File: src/bcrb_consts.svh
// register offsets, field positions and reset values of the config bank
`ifndef BCRB_CONSTS_SVH
`define BCRB_CONSTS_SVH
`define BCRB_ADDR_SPCFG 8'h00
`define BCRB_ADDR_RBSEL 8'h04
`define BCRB_ADDR_COMMIT 8'h05
`define BCRB_ADDR_RA_HI 8'h1F
`define BCRB_ADDR_RA_LO 8'h20
`define BCRB_ADDR_RA_SC 8'h21
`define BCRB_ADDR_RB_HI 8'h23
`define BCRB_ADDR_RB_LO 8'h24
`define BCRB_ADDR_RB_SC 8'h25
`define BCRB_ADDR_XO_HI 8'h27
`define BCRB_ADDR_XO_LO 8'h28
`define BCRB_ADDR_SWOV 8'h29
`define BCRB_ADDR_FIRST_CLOCK_OUTPUT 8'h32
`define BCRB_ADDR_SECOND_CLOCK_OUTPUT 8'h34
`define BCRB_NBUF 11
`define BCRB_RST_RA_HI 8'h40
`define BCRB_RST_RB_HI 8'h80
`define BCRB_RST_XO_HI 8'h40
`define BCRB_RST_OUT 8'hA8
`define BCRB_RST_ZERO 8'h00
`define BCRB_BIT_LSBF 6
`define BCRB_BIT_SRST 5
`define BCRB_BIT_MODE16 4
`define BCRB_BIT_SDO 7
`define BCRB_BIT_RBSEL 0
`define BCRB_BIT_COMMIT 0
`define BCRB_BIT_DIVEN 1
`define BCRB_BIT_OUTSRC 0
`define BCRB_OUTMODE_HI 5
`define BCRB_OUTMODE_LO 3
`endif

File: src/bcrb_pkg.sv
// types shared by the config bank
package bcrb_pkg;
	typedef logic [7:0] bcrb_byte_t;
	typedef logic [13:0] bcrb_div_t;
	typedef logic [2:0] bcrb_mode_t;
endpackage

File: src/bcrb_divsel.sv
// chooses between a register divider setting and a pin-derived setting
`timescale 1ns/1ps
module bcrb_divsel
#(
	parameter int WIDTH = 14
)
(
	input wire logic i_mclk,
	input wire logic i_rst_b,
	input wire logic i_use_reg,
	input wire logic [WIDTH-1:0] i_reg_val,
	input wire logic [WIDTH-1:0] i_pin_val,
	output logic [WIDTH-1:0] o_val
);
	always_ff @(posedge i_mclk)
	begin
		if (!i_rst_b)
			o_val <= '0;
		else if (i_use_reg)
			o_val <= i_reg_val;
		else
			o_val <= i_pin_val;
	end

	sel_track_a: assert property (@(posedge i_mclk)
		disable iff (!i_rst_b)
		i_use_reg |=> o_val == $past(i_reg_val))
		else $error("divider does not follow register value");
	pin_track_a: assert property (@(posedge i_mclk)
		disable iff (!i_rst_b)
		!i_use_reg |=> o_val == $past(i_pin_val))
		else $error("divider does not follow pin value");
endmodule

File: src/bcrb_bank.sv
// buffered configuration register bank behind the serial port
`timescale 1ns/1ps
`include "bcrb_consts.svh"
module bcrb_bank
(
	input wire logic i_mclk,
	input wire logic i_rst_b,
	input wire logic i_wr_en,
	input wire logic i_rd_en,
	input wire logic [7:0] i_addr,
	input wire logic [7:0] i_wdata,
	input wire logic [13:0] i_pin_ra,
	input wire logic [13:0] i_pin_rb,
	input wire logic [13:0] i_pin_xo,
	input wire logic [2:0] i_pin_first_clock_output_mode,
	input wire logic [2:0] i_pin_second_clock_output_mode,
	output logic [7:0] o_rdata,
	output logic o_rvalid,
	output logic o_lsb_first,
	output logic [13:0] o_first_reference_input_div,
	output logic [13:0] o_second_reference_input_div,
	output logic [13:0] o_crystal_path_divider,
	output logic [7:0] o_ref_a_scaling,
	output logic [7:0] o_ref_b_scaling,
	output logic [7:0] o_switchover,
	output logic [2:0] o_first_clock_output_mode,
	output logic [2:0] o_second_clock_output_mode,
	output logic [7:0] o_first_clock_output_ctrl,
	output logic [7:0] o_second_clock_output_ctrl
);
	localparam int NBUF = `BCRB_NBUF;
	localparam logic [7:0] ADDRS [NBUF] = '{`BCRB_ADDR_RA_HI,
		`BCRB_ADDR_RA_LO, `BCRB_ADDR_RA_SC, `BCRB_ADDR_RB_HI,
		`BCRB_ADDR_RB_LO, `BCRB_ADDR_RB_SC, `BCRB_ADDR_XO_HI,
		`BCRB_ADDR_XO_LO, `BCRB_ADDR_SWOV, `BCRB_ADDR_FIRST_CLOCK_OUTPUT,
		`BCRB_ADDR_SECOND_CLOCK_OUTPUT};
	localparam logic [7:0] RSTV [NBUF] = '{`BCRB_RST_RA_HI,
		`BCRB_RST_ZERO, `BCRB_RST_ZERO, `BCRB_RST_RB_HI,
		`BCRB_RST_ZERO, `BCRB_RST_ZERO, `BCRB_RST_XO_HI,
		`BCRB_RST_ZERO, `BCRB_RST_ZERO, `BCRB_RST_OUT,
		`BCRB_RST_OUT};

	bcrb_pkg::bcrb_byte_t buf_ff [NBUF];
	bcrb_pkg::bcrb_byte_t act_ff [NBUF];
	logic lsbf_ff;
	logic rbsel_ff;
	logic commit_ff;
	logic srst_ff;
	logic [NBUF-1:0] hit;
	logic wr_ctl;
	logic wr_rb;
	logic wr_cm;
	logic do_commit;
	logic soft_rst;
	bcrb_pkg::bcrb_byte_t nxt_rdata;
	bcrb_pkg::bcrb_byte_t ctl_byte;
	bcrb_pkg::bcrb_div_t ra_reg;
	bcrb_pkg::bcrb_div_t rb_reg;
	bcrb_pkg::bcrb_div_t xo_reg;
	bcrb_pkg::bcrb_mode_t nxt_m1;
	bcrb_pkg::bcrb_mode_t nxt_m2;

	assign wr_ctl = i_wr_en && i_addr == `BCRB_ADDR_SPCFG;
	assign wr_rb = i_wr_en && i_addr == `BCRB_ADDR_RBSEL;
	assign wr_cm = i_wr_en && i_addr == `BCRB_ADDR_COMMIT;
	assign soft_rst = srst_ff;
	assign do_commit = commit_ff;

	// control byte: bit7 forced 0, bit4 forced 1, low nibble mirrors high
	always_comb
	begin
		ctl_byte[7:4] = {1'b0, lsbf_ff, srst_ff, 1'b1};
		ctl_byte[3:0] = {1'b0, lsbf_ff, srst_ff, 1'b1};
	end

	always_ff @(posedge i_mclk)
	begin
		if (!i_rst_b || soft_rst)
			lsbf_ff <= 1'b0;
		else if (wr_ctl)
			lsbf_ff <= i_wdata[`BCRB_BIT_LSBF];
	end

	always_ff @(posedge i_mclk)
	begin
		if (!i_rst_b)
			srst_ff <= 1'b0;
		else
			srst_ff <= wr_ctl && i_wdata[`BCRB_BIT_SRST];
	end

	always_ff @(posedge i_mclk)
	begin
		if (!i_rst_b || soft_rst)
			rbsel_ff <= 1'b0;
		else if (wr_rb)
			rbsel_ff <= i_wdata[`BCRB_BIT_RBSEL];
	end

	always_ff @(posedge i_mclk)
	begin
		if (!i_rst_b || soft_rst)
			commit_ff <= 1'b0;
		else
			commit_ff <= wr_cm && i_wdata[`BCRB_BIT_COMMIT];
	end

	genvar g;
	generate
		for (g = 0; g < NBUF; g++)
		begin : g_reg
			assign hit[g] = i_addr == ADDRS[g];
			always_ff @(posedge i_mclk)
			begin
				if (!i_rst_b || soft_rst)
					buf_ff[g] <= RSTV[g];
				else if (i_wr_en && hit[g])
					buf_ff[g] <= i_wdata;
			end
			always_ff @(posedge i_mclk)
			begin
				if (!i_rst_b || soft_rst)
					act_ff[g] <= RSTV[g];
				else if (do_commit)
					act_ff[g] <= buf_ff[g];
			end
		end
	endgenerate

	always_comb
	begin
		nxt_rdata = 8'h00;
		if (i_addr == `BCRB_ADDR_SPCFG)
			nxt_rdata = ctl_byte;
		else if (i_addr == `BCRB_ADDR_RBSEL)
			nxt_rdata = {7'h00, rbsel_ff};
		else if (i_addr == `BCRB_ADDR_COMMIT)
			nxt_rdata = {7'h00, commit_ff};
		else
			for (int i = 0; i < NBUF; i++)
				if (hit[i])
					nxt_rdata = rbsel_ff ? buf_ff[i] : act_ff[i];
	end

	always_ff @(posedge i_mclk)
	begin
		if (!i_rst_b)
		begin
			o_rdata <= 8'h00;
			o_rvalid <= 1'b0;
		end
		else
		begin
			o_rvalid <= i_rd_en;
			if (i_rd_en)
				o_rdata <= nxt_rdata;
		end
	end

	always_ff @(posedge i_mclk)
	begin
		if (!i_rst_b)
			o_lsb_first <= 1'b0;
		else
			o_lsb_first <= lsbf_ff;
	end

	assign ra_reg = {act_ff[0], act_ff[1][7:2]};
	assign rb_reg = {act_ff[3], act_ff[4][7:2]};
	assign xo_reg = {act_ff[6], act_ff[7][7:2]};

	bcrb_divsel #(.WIDTH(14)) u_ra
	(
		.i_mclk(i_mclk),
		.i_rst_b(i_rst_b),
		.i_use_reg(act_ff[1][`BCRB_BIT_DIVEN]),
		.i_reg_val(ra_reg),
		.i_pin_val(i_pin_ra),
		.o_val(o_first_reference_input_div)
	);
	bcrb_divsel #(.WIDTH(14)) u_rb
	(
		.i_mclk(i_mclk),
		.i_rst_b(i_rst_b),
		.i_use_reg(act_ff[4][`BCRB_BIT_DIVEN]),
		.i_reg_val(rb_reg),
		.i_pin_val(i_pin_rb),
		.o_val(o_second_reference_input_div)
	);
	bcrb_divsel #(.WIDTH(14)) u_xo
	(
		.i_mclk(i_mclk),
		.i_rst_b(i_rst_b),
		.i_use_reg(act_ff[7][`BCRB_BIT_DIVEN]),
		.i_reg_val(xo_reg),
		.i_pin_val(i_pin_xo),
		.o_val(o_crystal_path_divider)
	);

	// driver mode from register field when source bit set (active high)
	always_comb
	begin
		nxt_m1 = act_ff[9][`BCRB_BIT_OUTSRC] ?
			act_ff[9][`BCRB_OUTMODE_HI:`BCRB_OUTMODE_LO] : i_pin_first_clock_output_mode;
		nxt_m2 = act_ff[10][`BCRB_BIT_OUTSRC] ?
			act_ff[10][`BCRB_OUTMODE_HI:`BCRB_OUTMODE_LO] : i_pin_second_clock_output_mode;
	end

	always_ff @(posedge i_mclk)
	begin
		if (!i_rst_b)
		begin
			o_first_clock_output_mode <= 3'h0;
			o_second_clock_output_mode <= 3'h0;
			o_ref_a_scaling <= `BCRB_RST_ZERO;
			o_ref_b_scaling <= `BCRB_RST_ZERO;
			o_switchover <= `BCRB_RST_ZERO;
			o_first_clock_output_ctrl <= `BCRB_RST_OUT;
			o_second_clock_output_ctrl <= `BCRB_RST_OUT;
		end
		else
		begin
			o_first_clock_output_mode <= nxt_m1;
			o_second_clock_output_mode <= nxt_m2;
			o_ref_a_scaling <= act_ff[2];
			o_ref_b_scaling <= act_ff[5];
			o_switchover <= act_ff[8];
			o_first_clock_output_ctrl <= act_ff[9];
			o_second_clock_output_ctrl <= act_ff[10];
		end
	end

	ctl_fixed_a: assert property (@(posedge i_mclk)
		disable iff (!i_rst_b)
		i_rd_en && i_addr == `BCRB_ADDR_SPCFG |=> o_rdata[4] && o_rdata[0])
		else $error("mode bit not read as one");
	ctl_msb_zero_a: assert property (@(posedge i_mclk)
		disable iff (!i_rst_b)
		i_rd_en && i_addr == `BCRB_ADDR_SPCFG |=> !o_rdata[7] && !o_rdata[3])
		else $error("three-wire bit not zero");
	ctl_mirror_a: assert property (@(posedge i_mclk)
		disable iff (!i_rst_b)
		i_rd_en && i_addr == `BCRB_ADDR_SPCFG |=> o_rdata[3:0] == o_rdata[7:4])
		else $error("low nibble does not mirror");
	lsb_order_a: assert property (@(posedge i_mclk)
		disable iff (!i_rst_b)
		wr_ctl && !i_wdata[5] && !soft_rst |=> ##1
		o_lsb_first == $past(i_wdata[6], 2))
		else $error("shift order not taken");
	soft_reset_a: assert property (@(posedge i_mclk)
		disable iff (!i_rst_b)
		wr_ctl && i_wdata[5] |=> srst_ff ##1 (!srst_ff && !lsbf_ff
		&& buf_ff[0] == `BCRB_RST_RA_HI && !rbsel_ff))
		else $error("soft reset not applied or not self-cleared");
	buffer_hold_a: assert property (@(posedge i_mclk)
		disable iff (!i_rst_b)
		!do_commit && !soft_rst |=> $stable(act_ff[9]))
		else $error("active copy changed without commit");
	commit_copy_a: assert property (@(posedge i_mclk)
		disable iff (!i_rst_b)
		wr_cm && i_wdata[0] && !soft_rst |=> do_commit ##1
		(!commit_ff && act_ff[0] == $past(buf_ff[0])))
		else $error("commit did not copy or clear");
	read_active_a: assert property (@(posedge i_mclk)
		disable iff (!i_rst_b)
		i_rd_en && !rbsel_ff && hit[9] |=> o_rdata == $past(act_ff[9]))
		else $error("readback not from active copy");
	read_buffer_a: assert property (@(posedge i_mclk)
		disable iff (!i_rst_b)
		i_rd_en && rbsel_ff && hit[9] |=> o_rdata == $past(buf_ff[9]))
		else $error("readback not from buffer copy");
	out_mode_a: assert property (@(posedge i_mclk)
		disable iff (!i_rst_b)
		act_ff[9][0] |=> o_first_clock_output_mode == $past(act_ff[9][5:3]))
		else $error("output mode not from register field");

	commit_c: cover property (@(posedge i_mclk) disable iff (!i_rst_b)
		wr_cm && i_wdata[0]);
	srst_c: cover property (@(posedge i_mclk) disable iff (!i_rst_b)
		wr_ctl && i_wdata[5]);
	rdbuf_c: cover property (@(posedge i_mclk) disable iff (!i_rst_b)
		i_rd_en && rbsel_ff && hit[0]);
endmodule

File: config.mk
export PLATFORM = sky130hd
export DESIGN_NAME = bcrb_bank
export DESIGN_NICKNAME = d
export VERILOG_FILES = /design/src/bcrb_pkg.sv /design/src/bcrb_divsel.sv /design/src/bcrb_bank.sv
export VERILOG_INCLUDE_DIRS = /design/src
export SDC_FILE = /design/constraint.sdc
export NUM_CORES = 1
export LEC_CHECK = 0
export BUFFER_PORTS_ARGS = -buffer_cell sky130_fd_sc_hd__clkbuf_2
export CORE_UTILIZATION = 40
export CTS_CLUSTER_SIZE = 8
export DETAILED_ROUTE_END_ITERATION = 16
export GPL_ROUTABILITY_DRIVEN = 1
export SYNTH_ARGS = -nofsm -noshare
export SYNTH_HDL_FRONTEND = slang
export SYNTH_HIERARCHICAL = 1
export SYNTH_SLANG_ARGS = --single-unit
File: constraint.sdc
create_clock -name i_mclk -period 4.12 [get_ports i_mclk]
set_input_delay 0.412 -clock i_mclk [delete_from_list [all_inputs] [get_ports i_mclk]]
set_output_delay 0.412 -clock i_mclk [all_outputs]
set_load 0.05 [all_outputs]
==> reports/metrics.sh, run 1 <==
STATUS='finished, final reports clean'
PEAK_PER_STAGE_DELAY_ON_THE_CRITICAL_PATH_NS=0.81
SYNTH-COMPOUND-AREA-SHARE_PCT=6.991
PRE_CTS_SLACK_NS=1.109
CATEGORY_OF_THE_WORST_SETUP_PATH_LAUNCH_POINT='register'
WORST_TRAN_PIN_VALUE_NS=1.084
FINAL-HOLD-VIOLATION-COUNT=0
CRITICAL_PATH_PEAK_FANOUT=43
TRITONCTS.NUM_BUFFERS=40
CRIT_PATH_CELL_TRACE='buf_4 > mux2i_1 > nor2_1 > or4_1 > o311a_1'
SLEW-LIMIT-HEADROOM_PCT=26.94
DR_TOTAL_VIAS=8493
IOS=166
POWER_FRAC_CLOCK_PCT=44.3
DIE_HEIGHT_UM=178.0
SYNTHADDERAREAFRAC_PCT=0
DRC_ERRORS=0
FINAL.PERIOD_UTILIZATION_PCT=61.45
DRIVE_GT1_SHARE_PCT=22.99
SYNTHESIS.INSTANCES=1005
FLOORPLAN.CORE_AREA_UM2=30510
INITIAL_UTILIZATION_PCT=40.59
YS_ASYNC_SR_FRACTION_PCT=0
SETUP-TNS-FINAL_NS=0
ROWS=64
FP.DIEAREA_UM2=31670
TIMING.CRITICAL_PATH.ARRIVAL_NS=2.93
CRITPATHKIND='reg -> reg'
CTS.ROOT.BUFFER_CELL='clkbuf_16'
VIA_COUNT_OF_THE_FIRST_GLOBAL_ROUTING_PASS=8082
RSZ_0062_RAISED_AFTER_GLOBAL_ROUTING='no'
FIN_NETS=1221
SETUP.WORST_PATH.END_CLASS='register'
LARGEST_NET_DEGREE_AT_THE_START_OF_GLOBAL_ROUTING=98
YS_DOMINANT_REG_CELL='edfxtp_1'
PORTBUFFERS=165
POST_SYNTH_MAIN_AREA_CONTRIBUTORS='edfxtp_1 43%, dfxtp_1 16%, mux2i_1 8.1%'
YOSYS.AREA_SHARE.SIMPLE_PCT=19.52
SYNTH.AREA.MUX_SHARE_PCT=10.72
SYNTH.FF_LATCH_COUNT=278
POWER-PER-CELL-AREA_nW_PER_UM2=464.1
COMBINATIONALPOWERSHARE_PCT=8.7
CLOCK_TREE.HTREE_LEVEL_COUNT=2
PLACE.GP.CONGESTION=0.9116
WARNINGS_SYNTHESIS=6
VIASPERCELL=5.379
MAPPED_AREA_UM2=12380
MIN_PATH_TYPE='in -> reg'
MAX_CLOCK_FREQ_GHz=0.3950
PWR-SHARE-SEQ_PCT=47.0
POST_CTS_BUFFERS=0
TOTAL_SWITCHING_POWER_mW=1.661
POWER.SWITCHING_FRACTION_PCT=24.52
FINAL_CRITICAL_PATH_REQUIRED_PERIOD_NS=2.532
ROUTE.FINAL.WIRE_LENGTH_UM=33950
CHIPWIDTH_UM=178.0
DIODES=0
TIMING.CLOCK.SKEW_NS=0.01183
SEQ_TOTAL_AREA_YOSYS_PCT=59.16
CRIT_REQUIRED_NS=4.52
FINAL-SETUP-VIOL-COUNT=0
CLK_SLEW_ON_WORST_S_H_PATHS_NS=0.05
ANT_NETS=0
YOSYSTOPAREACELLSHARE_PCT=42.68
FIRST_PASS_ITERS=6
SYNTH-XOR-AREA-SHARE_PCT=0.07072
CPLARGESTDELAYFAMILY='flip-flops'
SYN_TO_FINAL_GROWTH_PCT=17.87
SYN_AREA_PER_CELL_UM2=12.32
DP.FINAL_HPWL_UM=22580
CRITPATHBUFINV=1
GLOBAL_ROUTE_WIRE_LENGTH_BEFORE_REPAIR_UM=50720
CAP_VIOL_MAX_COUNT=0
MAX-VDD-IR-DROP_mV=0.2934
POSTLAYOUTSETUPSLACKWORST_NS=1.588
CTSLONGESTPATHBUFFERS=3
WIRE_PER_INST_UM=21.50
ANTENNA_FOUND_INITIAL=0
CTS_NUM_SINKS=278
COUNT_OF_CELL_TYPES_IN_THE_NETLIST=73
CTS_RESIZED=0
POST_CTS_HOLD_BUFFER_COUNT=0
DRTITER0DRC=735
SYNTH.NET_COUNT=1073
P_TOTAL_mW=6.774
SYNTH-EDFF-COUNT=176
YOSYS.AREA.TOP_TYPE='edfxtp_1'
CLK-INSERTION-DELAY-LATE_NS=0.51
DRV_SLEW=0
SYNTH_TOP_FAMILY_BY_AREA='simple AND/OR/NAND/NOR gates'
INTPOWER_mW=5.113
GR-USAGE-ALL-LAYERS_PCT=21.75
CP_SLOWEST_CELL='dfxtp_4'
P_LEAK_nW=5.696
TRITONCTS='yes'
GRT_REMAINING_OVERFLOW=0
[metal layers]
| metal | track usage [%] | routed length (um) | vias up |
|---|---|---|---|
| li1 | - | - | 4003 |
| met1 | 30.88 | 15500 | 4105 |
| met2 | 33.43 | 15350 | 327 |
| met3 | 4.563 | 2363 | 58 |
| met4 | 5.947 | 733 | 0 |
| met5 | 0 | 0 | - |
[sequential cells by signal (all words and copies together) (netlist names)]
name,flops
act_ff,88
buf_ff,88
u_ra/o_val,14
u_rb/o_val,14
u_xo/o_val,14
o_first_clock_output_ctrl,8
o_rdata,8
o_ref_a_scaling,8
o_ref_b_scaling,8
o_second_clock_output_ctrl,8
o_switchover,8
o_first_clock_output_mode,3
o_second_clock_output_mode,3
commit_ff,1
lsbf_ff,1
o_lsb_first,1
o_rvalid,1
rbsel_ff,1
soft_rst,1
[cells in the final DEF (no fill, tap or decap), types with 6 or more instances in the layout]
cell type    n
o21ai_1      6
edfxtp_1   176
inv_1        7
nand2_1     19
and2_1     115
and3_1      81
or3_1       17
nor2b_1     56
o21ai_0     32
nand3_1     13
nand2b_1     9
a21oi_1     14
nor3_1       6
dfxtp_1    100
mux2_2      25
buf_4       18
clkbuf_16   41
nor2_1      33
clkbuf_1    31
nor4_1       6
o211ai_1    10
mux2i_1    100
o22ai_1     12
clkbuf_2   165
[cells in the mapped netlist (3+ instances only)]
library cell,number
nor4_1,6
nand4bb_1,4
mux2i_1,100
a211oi_1,4
nand3_1,13
or4b_4,3
o221ai_1,5
nand2b_1,9
buf_6,3
nor3_1,6
o21ai_1,6
nand2_1,20
o22ai_1,12
a21oi_1,14
and2_1,115
inv_1,7
clkbuf_1,43
or4_1,4
o31ai_1,3
buf_4,7
nand4b_1,3
buf_12,3
nor2_1,34
a2111oi_0,5
o21ai_0,32
nor2b_1,56
or3_1,17
dfxtp_1,102
edfxtp_1,176
mux2_2,25
o211ai_1,10
a221oi_1,4
a31oi_1,4
and3_1,81
buf_2,20
[stage by stage]
| step | area (um2) | instances | hold slack [ns] | utilization (%) |
|---|---|---|---|---|
| 3_5_place_dp | 13460 | 1507 | 0.4593 | 44.10 |
| 3_3_place_gp | 13460 | 1507 | 0.4631 | 44.10 |
| 4_1_cts | 14600 | 1579 | 0.1343 | 47.85 |
| 5_1_grt | 14600 | 1579 | 0.1579 | 47.85 |
| 2_1_floorplan | 12380 | 1005 | 0.4197 | - |
| 6_report | 14600 | 1579 | 0.1406 | 47.85 |
[power groups by stage]
stage,Combinational [mW],Clock [mW],Sequential (mW)
after detailed placement,0.587,0,3.24
final,0.587,3.00,3.19
after CTS,0.589,3.06,3.19
after global routing,0.624,3.18,3.20
after global placement,0.585,0,3.24
after floorplan,0.228,0,3.39
[worst reg2reg max path, cell delays in order, from the launching register on]
cell	delay (ns)
dfxtp_4	0.81
buf_4	0.35
mux2i_1	0.33
nor2_1	0.09
or4_1	0.48
o311a_1	0.36
[cell families after synthesis]
group / count (synthesis)
buffers and inverters: 84
DFF: 278
AOI/OAI and AO/OA: 124
xor gates and xnor gates: 1
and+or+nand+nor: 391
muxes: 127
[cell type report]
cell class	count	area [um2]
fill	2768	15910
sequential	278	7332
multi-input combinational	643	4641
clock buffer	72	1142
timing repair buffer	183	960.9
tap	396	495.5
inverter	7	26.28
[path summary, 6_finish.rpt]
check	to	startpoint	depth (start not counted)	slack (ns)
setup / recovery	o_rdata[4]	rbsel_ff	5	1.59
hold reg to reg	o_first_clock_output_ctrl[2]	act_ff[9][2]	1	0.47
hold / removal	o_first_clock_output_mode[1]	i_pin_first_clock_output_mode[1]	3	0.14
setup reg to reg	o_rdata[4]	rbsel_ff	5	1.59
No activity file was read; power rests on OpenSTA's default activity.
==> run 2, diff against run 1 <==
Clock period 4.12 ns to 2.15 ns, I/O delays scaled along.
==> reports/metrics.sh, run 2 (synthesis results as in run 1) <==
STATUS='finished, final reports clean'
MAX_CLOCK_FREQ_GHz=0.4810
ANTENNA_FOUND_INITIAL=1
TIMING.CLOCK.SKEW_NS=0.02594
DR.MAX_LAYER_USED='met4'
PLACE.GP.CONGESTION=0.9159
CRIT_REQUIRED_NS=2.54
POST-ROUTE-UTIL_PCT=51.50
CPLARGESTDELAYFAMILY='compound AO/OA/AOI/OAI gates'
FILLERS=2736
DR_TOTAL_VIAS=9037
WIRE_PER_INST_UM=21.58
LARGEST_NET_DEGREE_AT_THE_START_OF_GLOBAL_ROUTING=65
DRTITER0DRC=602
CRITPATHKIND='reg -> reg'
GLOBAL_ROUTE_WIRE_LENGTH_BEFORE_REPAIR_UM=54340
DRIVE_GT1_SHARE_PCT=26.70
SYN_TO_FINAL_GROWTH_PCT=26.87
TIMING.REG2REG.SETUP_SLACK_NS=0.07
CRITPATHBUFINV=1
CATEGORY_OF_THE_WORST_SETUP_PATH_LAUNCH_POINT='register'
LAYOUT.CELLS.MOST_COMMON_LIST='176 x edfxtp_1, 165 x clkbuf_2, 115 x and2_1, 100 x mux2i_1, 100 x dfxtp_1'
MIN_PATH_TYPE='in -> reg'
FINAL_CRITICAL_PATH_REQUIRED_PERIOD_NS=2.079
CAP_VIOL_MAX_COUNT=0
CP_SLOWEST_CELL='dfxtp_4'
FINAL.PERIOD_UTILIZATION_PCT=96.70
FINAL-SETUP-VIOL-COUNT=0
FF_LATCH_AREA_UM2=7332
GRT_REMAINING_OVERFLOW=0
PEAK_PER_STAGE_DELAY_ON_THE_CRITICAL_PATH_NS=0.53
LARGEST_REGISTERS='act_ff: 88 flops, buf_ff: 88 flops'
FIN_NETS=1345
FINAL-HOLD-VIOLATION-COUNT=0
CTS_NUM_SINKS=278
DRV_SLEW=0
FIRST_PASS_ITERS=5
CHIPWIDTH_UM=178.0
CRIT_PATH_CELL_TRACE='buf_4 > mux2i_1 > nor3_1 > a2111o_1 > a221oi_2 > o22ai_1'
CLK_SLEW_ON_WORST_S_H_PATHS_NS=0.06
MAX-VDD-IR-DROP_mV=0.6236
MULTI_INPUT_AREA_UM2=4652
GR-USAGE-ALL-LAYERS_PCT=23.42
CLK-INSERTION-DELAY-LATE_NS=0.53
IOS=166
TIMING.CRITICAL_PATH.ARRIVAL_NS=2.47
ANT_NETS=0
FP.DIEAREA_UM2=31670
CRIT-REG2REG-CAPTURE='o_rdata[5]'
DRT-MET1-WL_UM=16980
ROWS=64
WORST_R2R_PATH_DEPTH=6
VIASPERCELL=5.307
WORST_FLOP_TO_FLOP_PATH_STARTPOINT='rbsel_ff'
SETUP.WORST_PATH.END_CLASS='register'
P_LEAK_nW=6.287
CRIT_END='o_rdata[5]'
P_TOTAL_mW=13.15
WORSTSETUPPATHDEPTH=6
TRITONCTS='yes'
CLOCK_TREE.HTREE_LEVEL_COUNT=2
INITIAL_UTILIZATION_PCT=40.59
ROUTE.FINAL.WIRE_LENGTH_UM=36750
DIODES=0
WL_MET3_UM=2475
WL_MET2_UM=16430
PORTBUFFERS=165
FLOORPLAN.CORE_AREA_UM2=30510
TRITONCTS.NUM_BUFFERS=40
CTS.ROOT.BUFFER_CELL='clkbuf_16'
FINAL_COMMON_CELL='edfxtp_1'
DP.FINAL_HPWL_UM=25070
WORST_TRAN_PIN_VALUE_NS=0.6679
POWER-PER-CELL-AREA_nW_PER_UM2=836.8
VIA_COUNT_OF_THE_FIRST_GLOBAL_ROUTING_PASS=8607
CTSLONGESTPATHBUFFERS=3
CRITICAL_PATH_PEAK_FANOUT=14
DRC_ERRORS=0
SLEW-LIMIT-HEADROOM_PCT=54.32
WORST_HOLD_SLACK_NS=0.2259
DIE_HEIGHT_UM=178.0
RSZ_0062_RAISED_AFTER_GLOBAL_ROUTING='no'
TIMING.CRITICAL_PATH.FROM='rbsel_ff'
[run 2: changes by cell type in the layout (fill, tap and decap cells not counted)]
cell	delta
o31ai_1	-1
buf_4	+71
dlygate4sd3_1	+49
a221oi_2	+1
o31ai_2	+1
buf_12	+4
o21ai_0	-1
o21ai_1	+1
a221oi_1	-1
[run 2: metal layers]
layer  vias to the layer above  GRT usage [%]
met5                         -              0
met4                         0          6.695
met3                        58          4.542
met2                       338          35.60
met1                      4394          33.69
li1                       4247              -
[run 2: how the worst min path moves through the flow]
| stage | startpoint | end | slack, ns | depth (start not counted) |
|---|---|---|---|---|
| finish | i_rd_en | o_rdata[4] | 0.23 | 4 |
| global route | i_rd_en | o_rdata[4] | 0.24 | 4 |
| CTS | i_addr[5] | commit_ff | 0.22 | 4 |
| detailed placement | act_ff[9][7] | o_first_clock_output_ctrl[7] | 0.45 | 1 |
| global placement | act_ff[9][7] | o_first_clock_output_ctrl[7] | 0.45 | 1 |
| floorplan | i_wdata[0] | commit_ff | 0.33 | 2 |
[run 2: final cells by class]
cell class	count	share of cell area, %
Multi-Input combinational cell	643	29.61
Clock buffer	72	7.270
Timing Repair Buffer	307	13.14
Sequential cell	278	46.66
Inverter	7	0.1672
Tap cell	396	3.153
[run 2: repair_timing]
item                       4_1_cts  5_1_grt
setup endpoints to repair        1        4
hold buffers                    49        0
resized for setup                1        0
buffers inserted                 0        1
hold endpoints to repair        50        0
[run 2: power by group]
| group | switching (mW) | internal, mW |
|---|---|---|
| registers | 0.141 | 5.95 |
| clock network | 2.22 | 3.54 |
| logic | 0.883 | 0.421 |
| total | 3.24 | 9.91 |
[run 2: through the flow]
step	std cells	instance area, um2	TNS, ns	worst slack [ns]
after global placement	1581	14070	-0.01197	-0.01197
final	1703	15710	0	0.07103
after detailed placement	1581	14070	-0.07229	-0.07229
after floorplan	1005	12400	0	0.03293
after CTS	1702	15710	0	0.05188
after global routing	1703	15710	0	0.0006406
[run 2: worst register-to-register path: cells and delay by family (launching register included)]
family	cells	cell delay, ns
DFF	1	0.53
and+or+nand+nor	1	0.06
muxes	1	0.22
buffers and inverters	1	0.26
AOI/OAI and AO/OA	3	0.87
